File: config.mk
export PLATFORM = sky130hd
export DESIGN_NAME = bms_scheduler
export DESIGN_NICKNAME = d
export VERILOG_FILES = /design/src/logic/bms_pkg.sv /design/src/logic/bms_hold_timer.sv /design/src/logic/bms_scheduler.sv
export VERILOG_INCLUDE_DIRS = /design/src /design/src/logic
export SDC_FILE = /design/constraint.sdc
export NUM_CORES = 1
export LEC_CHECK = 0
export ABC_AREA = 1
export BUFFER_PORTS_ARGS = -buffer_cell sky130_fd_sc_hd__buf_2
export CAP_MARGIN = 20
export CORE_ASPECT_RATIO = 1.2
export CORE_MARGIN = 2
export CORE_UTILIZATION = 40
export DETAILED_ROUTE_END_ITERATION = 10
export PLACE_DENSITY = 0.61
export SETUP_SLACK_MARGIN = 0.1
export SYNTH_ARGS = -nofsm -noshare
export SYNTH_HDL_FRONTEND = slang
export SYNTH_SLANG_ARGS = --single-unit
export TNS_END_PERCENT = 1
File: constraint.sdc
create_clock -name clk_sys -period 5.1 [get_ports clk_sys]
set_input_delay 0.765 -clock clk_sys [delete_from_list [all_inputs] [get_ports clk_sys]]
set_output_delay 0.765 -clock clk_sys [all_outputs]
set_load 0.02 [all_outputs]
File: src/logic/bms_params.svh
/*
 * Constants of the broadcast message scheduler: register offsets, field
 * positions, reset values and timing figures.
 * Assumes it is included by bare name from files that use the macros.
 */
`ifndef BMS_PARAMS_SVH
`define BMS_PARAMS_SVH

// ----------------------------------------------------------------------
// Register offsets (byte addresses, one 32-bit word each)
// ----------------------------------------------------------------------
`define BMS_ADDR_FID_LO   8'h00
`define BMS_ADDR_FID_HI   8'h04
`define BMS_ADDR_CAP_LO   8'h08
`define BMS_ADDR_CAP_HI   8'h0C
`define BMS_ADDR_CTRL     8'h10
`define BMS_ADDR_STAT     8'h14

// ----------------------------------------------------------------------
// Field positions and reset values
// ----------------------------------------------------------------------
`define BMS_CTRL_ENH_BIT  0
`define BMS_CTRL_ACAS_BIT 1
`define BMS_CTRL_RESET    2'h0
`define BMS_HI_W          24
`define BMS_MB_W          56
`define BMS_DR_NONE       3'h0
`define BMS_DR_BASE       3'h4
`define BMS_DR_ACAS_OFS   3'h2

// ----------------------------------------------------------------------
// Timing
// ----------------------------------------------------------------------
`define BMS_HOLD_S        18
`define BMS_SECOND_NS     1000000000
`define BMS_CLK_PERIOD_NS 10
`define BMS_CLKS_PER_SEC  (`BMS_SECOND_NS / `BMS_CLK_PERIOD_NS)

`endif

File: src/logic/bms_pkg.sv
/*
 * Types shared by the broadcast message scheduler files.
 * Assumes nothing beyond a SystemVerilog compiler.
 */
package bms_pkg;

    // Scheduler states, one-hot
    typedef enum logic [1:0] {
        BMS_IDLE   = 2'b01,
        BMS_ACTIVE = 2'b10
    } bms_state_type;

    // Broadcast message sources
    typedef enum logic {
        BMS_SRC_FID = 1'b0,
        BMS_SRC_CAP = 1'b1
    } bms_src_type;

endpackage

File: src/logic/bms_hold_timer.sv
/*
 * One hold timer of the broadcast scheduler, counting whole seconds.
 * Assumes a one-cycle seconds tick and an air-initiated busy level, both
 * from logic on clk_sys.
 */
`timescale 1ns/1ps
`default_nettype none
`include "bms_params.svh"

module bms_hold_timer #(
    parameter int HOLD_S = `BMS_HOLD_S
) (
    input  wire logic clk_sys,
    input  wire logic reset,
    input  wire logic tick_sec,
    input  wire logic start,
    input  wire logic air_busy,
    output logic      live,
    output logic      avail
);

    localparam int CW = $clog2(HOLD_S + 1);

    logic [CW-1:0] count;
    logic          susp;

    // ------------------------------------------------------------------
    // Count down; an air transaction clears and parks, its end reloads
    // ------------------------------------------------------------------
    always_ff @(posedge clk_sys) begin
        if (reset) begin
            count <= '0;
            susp  <= 1'b0;
        end else if (start) begin
            count <= CW'(HOLD_S);
            susp  <= 1'b0;
        end else if (air_busy && (count != '0 || susp)) begin
            count <= '0;
            susp  <= 1'b1;
        end else if (susp) begin
            count <= CW'(HOLD_S);
            susp  <= 1'b0;
        end else if (tick_sec && count != '0) begin
            count <= count - CW'(1);
        end
    end

    // Live until expiry, offered only outside air transactions
    assign live  = (count != '0) || susp;
    assign avail = (count != '0) && !susp && !air_busy;

endmodule

`default_nettype wire

File: src/logic/bms_scheduler.sv
/*
 * Broadcast message scheduler: queues flight identification and capability
 * report broadcasts, announces them with alternating codes and holds each
 * for the hold time, yielding to air-initiated transactions.
 * Assumes a register master on clk_sys and air-busy levels per interrogator
 * code from the transaction logic on the same clock.
 */
`timescale 1ns/1ps
`default_nettype none
`include "bms_params.svh"

// Functional notes
// - Start broadcast only with no air transaction
// - New broadcast never preempts the current one
// - Expiry drops message and toggles message number
// - Next broadcast uses the alternate code
// - Hold timer starts when message becomes current
// - Air transaction stops, clears the hold timer
// - After air transaction, fresh full hold time
// - No broadcast code during air transaction in basic mode; enhanced hides only interrupted codes
// - Waiting broadcasts queued until current finishes
// - Queued source keeps only its latest value
// - Only flight ident and capability report broadcast
// - Enhanced mode tracks interruption per interrogator code
// - Enhanced: next only after all timers expire
// - Writing a new value starts a broadcast
// - Rewriting the sent value starts no broadcast
// - Queued broadcasts served in arrival order
// - Broadcast ends only by timer expiry
module bms_scheduler #(
    parameter int N_II         = 16,
    parameter int HOLD_S       = `BMS_HOLD_S,
    parameter int CLKS_PER_SEC = `BMS_CLKS_PER_SEC
) (
    input  wire logic                 clk_sys,
    input  wire logic                 reset,
    input  wire logic [7:0]           addr,
    input  wire logic [31:0]          wr_data,
    input  wire logic                 wr_en,
    input  wire logic                 rd_en,
    output logic      [31:0]          rd_data,
    input  wire logic [N_II-1:0]      air_active,
    output logic      [2:0]           bcast_dr_code,
    output logic      [N_II-1:0]      bcast_avail,
    output logic      [`BMS_MB_W-1:0] bcast_mb,
    output logic                      bcast_msg_two
);

    localparam int PW = $clog2(CLKS_PER_SEC);

    // ------------------------------------------------------------------
    // Elaboration checks
    // ------------------------------------------------------------------
    if (N_II < 1 || N_II > 16) begin : g_bad_ii
        $error("bms_scheduler: N_II must be 1 to 16");
    end
    if (CLKS_PER_SEC < 2 || HOLD_S < 1) begin : g_bad_time
        $error("bms_scheduler: CLKS_PER_SEC or HOLD_S out of range");
    end

    // Commit decode: a write to the high word completes a source value
    function automatic logic bms_commit(input logic [7:0] a, input logic s);
        bms_commit = (s ? (a == `BMS_ADDR_CAP_HI) : (a == `BMS_ADDR_FID_HI));
    endfunction

    bms_pkg::bms_state_type state;
    bms_pkg::bms_src_type   cur_src;
    bms_pkg::bms_src_type   head;
    logic [1:0]             ctrl;
    logic [PW-1:0]          presc;
    logic                   tick_sec;
    logic [1:0]             pend;
    logic [1:0]             next_pend;
    logic [1:0]             set_new;
    logic [1:0]             sent_valid;
    logic [31:0]            lo_val [2];
    logic [`BMS_MB_W-1:0]   new_val [2];
    logic [`BMS_MB_W-1:0]   qval [2];
    logic [`BMS_MB_W-1:0]   last_sent [2];
    logic [`BMS_MB_W-1:0]   head_val;
    logic                   take;
    logic                   finish;
    logic                   any_air;
    logic [N_II-1:0]        air_busy;
    logic [N_II-1:0]        live;
    logic [N_II-1:0]        avail;
    logic [2:0]             dr_val;
    logic [31:0]            next_rd;

    // ------------------------------------------------------------------
    // Seconds time base
    // ------------------------------------------------------------------
    always_ff @(posedge clk_sys) begin
        if (reset) begin
            presc    <= '0;
            tick_sec <= 1'b0;
        end else if (presc == PW'(CLKS_PER_SEC - 1)) begin
            presc    <= '0;
            tick_sec <= 1'b1;
        end else begin
            presc    <= presc + PW'(1);
            tick_sec <= 1'b0;
        end
    end

    // ------------------------------------------------------------------
    // Control register
    // ------------------------------------------------------------------
    always_ff @(posedge clk_sys) begin
        if (reset) begin
            ctrl <= `BMS_CTRL_RESET;
        end else if (wr_en && addr == `BMS_ADDR_CTRL) begin
            ctrl <= wr_data[1:0];
        end
    end

    // Start and finish conditions of the current broadcast
    assign any_air  = |air_active;
    assign take     = (state == bms_pkg::BMS_IDLE) && (|pend) && !any_air;
    assign finish   = (state == bms_pkg::BMS_ACTIVE) && !(|live);
    assign head_val = qval[head];

    // ------------------------------------------------------------------
    // Per-source queue: staging word, latest value, sent-value filter
    // ------------------------------------------------------------------
    for (genvar s = 0; s < 2; s++) begin : g_src
        logic commit;
        logic same_as_sent;
        logic taken;

        assign commit       = wr_en && bms_commit(addr, 1'(s));
        assign new_val[s]   = {wr_data[`BMS_HI_W-1:0], lo_val[s]};
        assign same_as_sent = sent_valid[s] && (new_val[s] == last_sent[s]);
        assign taken        = take && (head == bms_pkg::bms_src_type'(s));
        assign set_new[s]   = commit && !pend[s] && !same_as_sent;

        // Pending wins over the take of an older value in the same cycle
        always_comb begin
            next_pend[s] = pend[s];
            if (taken) begin
                next_pend[s] = 1'b0;
            end
            if (commit && (pend[s] || !same_as_sent)) begin
                next_pend[s] = 1'b1;
            end
        end

        always_ff @(posedge clk_sys) begin
            if (reset) begin
                lo_val[s] <= 32'h0000_0000;
            end else if (wr_en && addr == (s ? `BMS_ADDR_CAP_LO : `BMS_ADDR_FID_LO)) begin
                lo_val[s] <= wr_data;
            end
        end

        always_ff @(posedge clk_sys) begin
            if (reset) begin
                pend[s] <= 1'b0;
                qval[s] <= '0;
            end else begin
                pend[s] <= next_pend[s];
                if (commit && (pend[s] || !same_as_sent)) begin
                    qval[s] <= new_val[s];
                end
            end
        end

        always_ff @(posedge clk_sys) begin
            if (reset) begin
                sent_valid[s] <= 1'b0;
                last_sent[s]  <= '0;
            end else if (taken) begin
                sent_valid[s] <= 1'b1;
                last_sent[s]  <= qval[s];
            end
        end
    end

    // ------------------------------------------------------------------
    // Arrival order of the two sources
    // ------------------------------------------------------------------
    always_ff @(posedge clk_sys) begin
        if (reset) begin
            head <= bms_pkg::BMS_SRC_FID;
        end else if (next_pend == 2'b01) begin
            head <= bms_pkg::BMS_SRC_FID;
        end else if (next_pend == 2'b10) begin
            head <= bms_pkg::BMS_SRC_CAP;
        end else if (take && next_pend == 2'b11) begin
            head <= (head == bms_pkg::BMS_SRC_FID) ? bms_pkg::BMS_SRC_CAP
                                                   : bms_pkg::BMS_SRC_FID;
        end
    end

    // ------------------------------------------------------------------
    // Broadcast sequencer
    // ------------------------------------------------------------------
    always_ff @(posedge clk_sys) begin
        if (reset) begin
            state         <= bms_pkg::BMS_IDLE;
            cur_src       <= bms_pkg::BMS_SRC_FID;
            bcast_mb      <= '0;
            bcast_msg_two <= 1'b0;
        end else begin
            unique case (state)
                bms_pkg::BMS_IDLE: begin
                    if (take) begin
                        state    <= bms_pkg::BMS_ACTIVE;
                        cur_src  <= head;
                        bcast_mb <= head_val;
                    end
                end
                bms_pkg::BMS_ACTIVE: begin
                    if (finish) begin
                        state         <= bms_pkg::BMS_IDLE;
                        bcast_mb      <= '0;
                        bcast_msg_two <= !bcast_msg_two;
                    end
                end
            endcase
        end
    end

    // ------------------------------------------------------------------
    // Hold timers, one per interrogator code
    // ------------------------------------------------------------------
    for (genvar i = 0; i < N_II; i++) begin : g_ii
        // Basic mode: any air transaction interrupts every code
        assign air_busy[i] = ctrl[`BMS_CTRL_ENH_BIT] ? air_active[i] : any_air;

        bms_hold_timer #(
            .HOLD_S   (HOLD_S)
        ) u_timer (
            .clk_sys  (clk_sys),
            .reset    (reset),
            .tick_sec (tick_sec),
            .start    (take),
            .air_busy (air_busy[i]),
            .live     (live[i]),
            .avail    (avail[i])
        );
    end

    // Announcement code from message number and collision-avoidance flag
    assign dr_val = `BMS_DR_BASE
                  + (ctrl[`BMS_CTRL_ACAS_BIT] ? `BMS_DR_ACAS_OFS : `BMS_DR_NONE)
                  + {2'b00, bcast_msg_two};

    // ------------------------------------------------------------------
    // Announcement outputs
    // ------------------------------------------------------------------
    always_ff @(posedge clk_sys) begin
        if (reset) begin
            bcast_avail   <= '0;
            bcast_dr_code <= `BMS_DR_NONE;
        end else if (state == bms_pkg::BMS_ACTIVE && |avail) begin
            bcast_avail   <= avail;
            bcast_dr_code <= dr_val;
        end else begin
            bcast_avail   <= '0;
            bcast_dr_code <= `BMS_DR_NONE;
        end
    end

    // ------------------------------------------------------------------
    // Read path: data in the cycle after the strobe only
    // ------------------------------------------------------------------
    always_comb begin
        next_rd = 32'h0000_0000;
        unique case (addr)
            `BMS_ADDR_FID_LO: next_rd = qval[0][31:0];
            `BMS_ADDR_FID_HI: next_rd = {8'h00, qval[0][`BMS_MB_W-1:32]};
            `BMS_ADDR_CAP_LO: next_rd = qval[1][31:0];
            `BMS_ADDR_CAP_HI: next_rd = {8'h00, qval[1][`BMS_MB_W-1:32]};
            `BMS_ADDR_CTRL:   next_rd = {30'h0000_0000, ctrl};
            `BMS_ADDR_STAT:   next_rd = {21'h00_0000, bcast_dr_code, 1'b0, head,
                                         pend, 1'b0, cur_src, bcast_msg_two,
                                         state == bms_pkg::BMS_ACTIVE};
            default:          next_rd = 32'h0000_0000;
        endcase
    end

    always_ff @(posedge clk_sys) begin
        if (reset) begin
            rd_data <= 32'h0000_0000;
        end else begin
            rd_data <= rd_en ? next_rd : 32'h0000_0000;
        end
    end

    // ------------------------------------------------------------------
    // Assertions
    // ------------------------------------------------------------------
    logic [7:0] hold_secs;

    // Seconds during which code 0 has been offered without a break
    always_ff @(posedge clk_sys) begin
        if (reset || !bcast_avail[0]) begin
            hold_secs <= 8'h00;
        end else if (tick_sec && hold_secs != 8'hFF) begin
            hold_secs <= hold_secs + 8'h01;
        end
    end

    property p_start;
        @(posedge clk_sys) disable iff (reset)
        take |=> state == bms_pkg::BMS_ACTIVE && bcast_mb == $past(head_val);
    endproperty
    a_start: assert property (p_start) else $error("broadcast start lost");

    property p_no_preempt;
        @(posedge clk_sys) disable iff (reset)
        state == bms_pkg::BMS_ACTIVE && |live |=> state == bms_pkg::BMS_ACTIVE && $stable(bcast_mb);
    endproperty
    a_no_preempt: assert property (p_no_preempt) else $error("broadcast preempted");

    property p_expire;
        @(posedge clk_sys) disable iff (reset)
        finish |=> state == bms_pkg::BMS_IDLE && bcast_mb == '0 && bcast_msg_two != $past(bcast_msg_two);
    endproperty
    a_expire: assert property (p_expire) else $error("expiry handling wrong");

    property p_alt_code;
        @(posedge clk_sys) disable iff (reset)
        |bcast_avail |-> bcast_dr_code[2] && bcast_dr_code[0] == bcast_msg_two;
    endproperty
    a_alt_code: assert property (p_alt_code) else $error("code does not follow number");

    property p_air_quiet;
        @(posedge clk_sys) disable iff (reset)
        !ctrl[`BMS_CTRL_ENH_BIT] && any_air |=> bcast_dr_code == `BMS_DR_NONE && bcast_avail == '0;
    endproperty
    a_air_quiet: assert property (p_air_quiet) else $error("code shown during air transaction");

    property p_ii_quiet;
        @(posedge clk_sys) disable iff (reset)
        ctrl[`BMS_CTRL_ENH_BIT] && air_active[0] |=> !bcast_avail[0];
    endproperty
    a_ii_quiet: assert property (p_ii_quiet) else $error("code 0 offered while interrupted");

    property p_hold_len;
        @(posedge clk_sys) disable iff (reset)
        hold_secs <= 8'(HOLD_S);
    endproperty
    a_hold_len: assert property (p_hold_len) else $error("hold time overrun");

    property p_latest;
        @(posedge clk_sys) disable iff (reset)
        wr_en && bms_commit(addr, 1'b0) && pend[0] |=> pend[0] && qval[0] == $past(new_val[0]);
    endproperty
    a_latest: assert property (p_latest) else $error("queued value not latest");

    property p_same_skip;
        @(posedge clk_sys) disable iff (reset)
        wr_en && bms_commit(addr, 1'b1) && !pend[1] && sent_valid[1]
            && new_val[1] == last_sent[1] |=> !pend[1];
    endproperty
    a_same_skip: assert property (p_same_skip) else $error("repeat value queued");

    property p_order;
        @(posedge clk_sys) disable iff (reset)
        take && next_pend == 2'b11 |=> head != $past(head);
    endproperty
    a_order: assert property (p_order) else $error("arrival order broken");

    property p_reset;
        @(posedge clk_sys)
        reset |=> state == bms_pkg::BMS_IDLE && pend == 2'b00 && !bcast_msg_two
            && bcast_dr_code == `BMS_DR_NONE && live == '0;
    endproperty
    a_reset: assert property (p_reset) else $error("reset state wrong");

endmodule

`default_nettype wire

==> reports/summary.txt <==
DR DRC count - 0
CTS Buf Count - 55
Final period util - 0.5669
TritonCTS clock tree - done
Setup Total Neg Slack - 0 ns
Core Area - 0.05971 mm2
post-synthesis sequential area ratio - 0.5594
minimum hold slack - 0.4055 ns
relative slew slack - 0.2727
CP Class - in2reg
Post-Place Cells - 3,809
root buffer cell - clkbuf_16
P per Cell Area - 385.6 mW/mm2
Worst R2R Setup Slack - 2.26 ns
final setup vio count - 0
buffer and inverter count on the worst path - 3
Worst Max-Slew Pin Slew - 1.091 ns
die height - 273.2 um
sw frac - 0.2809
DR WL/cell - 17.81 um
synthesized flop and latch total - 531
vias post-DR - 19,363
clock-pin slew on the worst setup and hold paths - 0.06 ns
Hold Crit Start - reset
Area growth, synth to finish - 15.22%
Psw - 3.015 mW
Critical Path RT - 5.39 ns
R2R Path Start - lo_val[1][29]$_SDFFCE_PN0P_
Avg Vias per Cell - 4.946
cell area after synthesis - 0.02416 mm2
wirelength, routed - 69,720 um
Ports - 168
Startpoint Class - input pin
NumNets Final - 3,161
WP data arrival - 3.18 ns
placer congestion estimate - 0.8640
first-pass GRT wire length - 106,200 um
Hold Fails Final Rpt - 0
P_leak - 11.89 nW
# port buffers - 167
internal power - 7.718 mW
total clock sinks - 531
sequential share of power - 0.456
Clock Power Share - 0.393
largest net degree at the start of global routing - 113
layout cells sized above 1 - 0.1079
GRT overflow - 0
GRT Overall Usage - 0.2206
R2R cell count - 12
Row Count - 98
vias in the first global route - 18,694
ANT nets after route - 0
worst reg2reg endpoint - qval[1][42]$_SDFFCE_PN0P_
dpl hpwl - 47,720 um
Worst Hold Path EP - g_ii[5].u_timer.count[4]$_SDFFE_PP0P_
max cap viols - 0
Min-Delay Path Class - in2reg
initial antenna violation count - 1
Initial Util - 0.4045
number of H-tree levels - 2
Crit path max-delay family - simple AND/OR/NAND/NOR gates
First-pass DRT Iterations - 5
worst clock skew - 0.03962 ns
fmax - 345.9 MHz
Setup crit end kind - flop
ANT cells - 0
Critical Path Start - addr[1]
count of cell types in the netlist - 36
post-CTS setup buffers - 0
Combinational Power Share - 0.151
Max Buffers Root-to-Sink - 3
status - completed
full die area - 0.06238 mm2
min Tclk post-route - 2.891 ns
Slowest cell on crit path - nand2_2
crit-path max cell delay - 0.55 ns
die width - 228.3 um
Crit Path Max Fanout - 25
Slew Limit Fails - 0
Post-Syn Area per Cell - 8.310 um2
Post-Layout Cell Count - 3,915
Clk Latency, worst-skew pair - 0.64 ns
number of DRC markers in iteration 0 - 1,558
crit path cell chain - buf_2 > nor2_1 > inv_1 > nor3_1 > nand2_2 > nor2_1 > nand2_1 > nand2_2 > buf_4
# resized after CTS - 0
maximum VDD drop - 0.2978 mV
hold buffer count at cts - 0
Mapped Nets - 3,000
Synth Instances - 2,907
RSZ-0062 raised after global routing - no
YS warnings - 0
hold path depth - 2
==> Yosys cell counts <==
master | instances | area, um2
a211oi_1 | 4 | 30.03
a21oi_1 | 199 | 996.0
a31oi_1 | 13 | 81.33
and2_1 | 1 | 6.260
buf_1 | 3 | 11.26
buf_2 | 33 | 165.2
buf_4 | 1 | 7.510
buf_6 | 1 | 11.26
clkbuf_1 | 58 | 217.7
dfxtp_1 | 243 | 4865
edfxtp_1 | 288 | 8648
ha_1 | 33 | 412.9
inv_1 | 428 | 1607
inv_2 | 4 | 15.01
nand2_1 | 637 | 2391
nand2_2 | 1 | 6.260
nand3_1 | 89 | 445.4
nand3b_1 | 15 | 112.6
nand3b_2 | 1 | 11.26
nand4_1 | 13 | 81.33
nand4_2 | 1 | 12.51
nor2_1 | 518 | 1944
nor2_4 | 3 | 33.78
nor3_1 | 46 | 230.2
nor3_2 | 1 | 10.01
nor3_4 | 2 | 32.53
nor3b_1 | 2 | 15.01
nor4_1 | 2 | 12.51
o21ai_0 | 122 | 610.6
o21bai_1 | 1 | 7.510
o22ai_1 | 30 | 187.7
or2_0 | 1 | 6.260
or2_1 | 1 | 6.260
or2_2 | 22 | 137.6
xnor2_1 | 41 | 359.1
xor2_1 | 49 | 429.2
==> final cells by class <==
cell class                      instances  area, um2
Timing Repair Buffer                  200       1131
Sequential cell                       531      13520
Fill cell                            5842      31880
Multi-Input combinational cell       1848       8680
Inverter                              432       1622
Tap cell                              800       1001
Clock buffer                           74       1539
Clock inverter                         30      345.3
==> cells in the final DEF, fill, tap and decap left out, types with 7 or more instances in the layout <==
cell / count
nand4_1: 13
buf_2: 166
nand2_1: 632
dfxtp_1: 242
or2_2: 22
nand3_1: 85
nand3b_1: 15
clkinv_2: 11
a31oi_1: 13
nor3_1: 46
o21ai_0: 120
ha_1: 33
o22ai_1: 30
clkbuf_1: 11
clkbuf_16: 56
edfxtp_1: 288
inv_1: 428
nor2_1: 518
clkbuf_8: 7
xor2_1: 49
buf_4: 31
a21oi_1: 198
xnor2_1: 41
==> logic make-up (layout without fill, tap and decap cells) <==
kind of cell / Yosys count / count (layout) / synth area share
compound gates: 369 / 369 / 0.07919
xor+xnor: 90 / 90 / 0.03263
fa+ha+maj: 33 / 33 / 0.01709
buf+inv: 528 / 736 / 0.08422
flops: 531 / 531 / 0.5594
simple gates: 1356 / 1356 / 0.2275
==> state kept, by name, summed over array words and instances, names as in the netlist, 3 cells and up, named ones only <==
signal / count
last_sent: 112
bcast_dr_code: 3
bcast_mb: 56
g_ii.u_timer.count: 80
presc: 27
rd_data: 32
g_ii.u_timer.susp: 16
bcast_avail: 16
qval: 112
lo_val: 64
==> power by group through the flow <==
| stage | clock (mW) | sequential, mW | combinational (mW) |
|---|---|---|---|
| after CTS | 4.28 | 4.90 | 1.62 |
| after floorplan | 0 | 4.95 | 1.19 |
| after global routing | 4.43 | 4.93 | 1.85 |
| after global placement | 0 | 4.99 | 1.60 |
| final | 4.21 | 4.90 | 1.62 |
| after detailed placement | 0 | 4.99 | 1.60 |
==> worst register-to-register path, stage by stage, from the launching register on <==
cell      delay, ns
edfxtp_1       0.36
inv_1          0.06
nand2_1        0.07
o21ai_0        0.08
nor2_1         0.33
nand2_1        0.13
nor2_1         0.12
nand2_1        0.06
nor2_1         0.12
nand2_1        0.09
nand3_2        0.64
buf_4          0.42
nor2_1         0.09
==> metrics by stage <==
| stage | instance area, um2 | utilization | setup slack (ns) | power (mW) |
|---|---|---|---|---|
| CTS | 27790 | 0.4653 | 2.128 | 10.80 |
| global placement | 25900 | 0.4338 | 1.662 | 6.586 |
| finish | 27830 | 0.4661 | 2.209 | 10.73 |
| detailed placement | 25900 | 0.4338 | 1.641 | 6.590 |
| floorplan | 24160 | - | 0.7139 | 6.135 |
| global route | 27830 | 0.4661 | 2.039 | 11.21 |
==> worst max path at each step <==
stage / end / slack, ns / depth (start not counted)
floorplan: lo_val[1][0]$_SDFFCE_PN0P_ / 0.71 / 5
global placement: qval[1][14]$_SDFFCE_PN0P_ / 1.66 / 5
detailed placement: qval[1][47]$_SDFFCE_PN0P_ / 1.64 / 5
CTS: last_sent[0][44]$_SDFFCE_PN0P_ / 2.13 / 7
global route: qval[1][10]$_SDFFCE_PN0P_ / 2.04 / 9
finish: qval[0][36]$_SDFFCE_PN0P_ / 2.21 / 9
==> routing by layer <==
metal	track usage	vias to the layer above	routed length [um]
li1	-	9537	-
met1	0.2778	9081	29460
met2	0.3862	623	33900
met3	0.03156	120	4190
met4	0.08101	2	2167
met5	0	-	9
No activity file was read; power rests on OpenSTA's default activity.
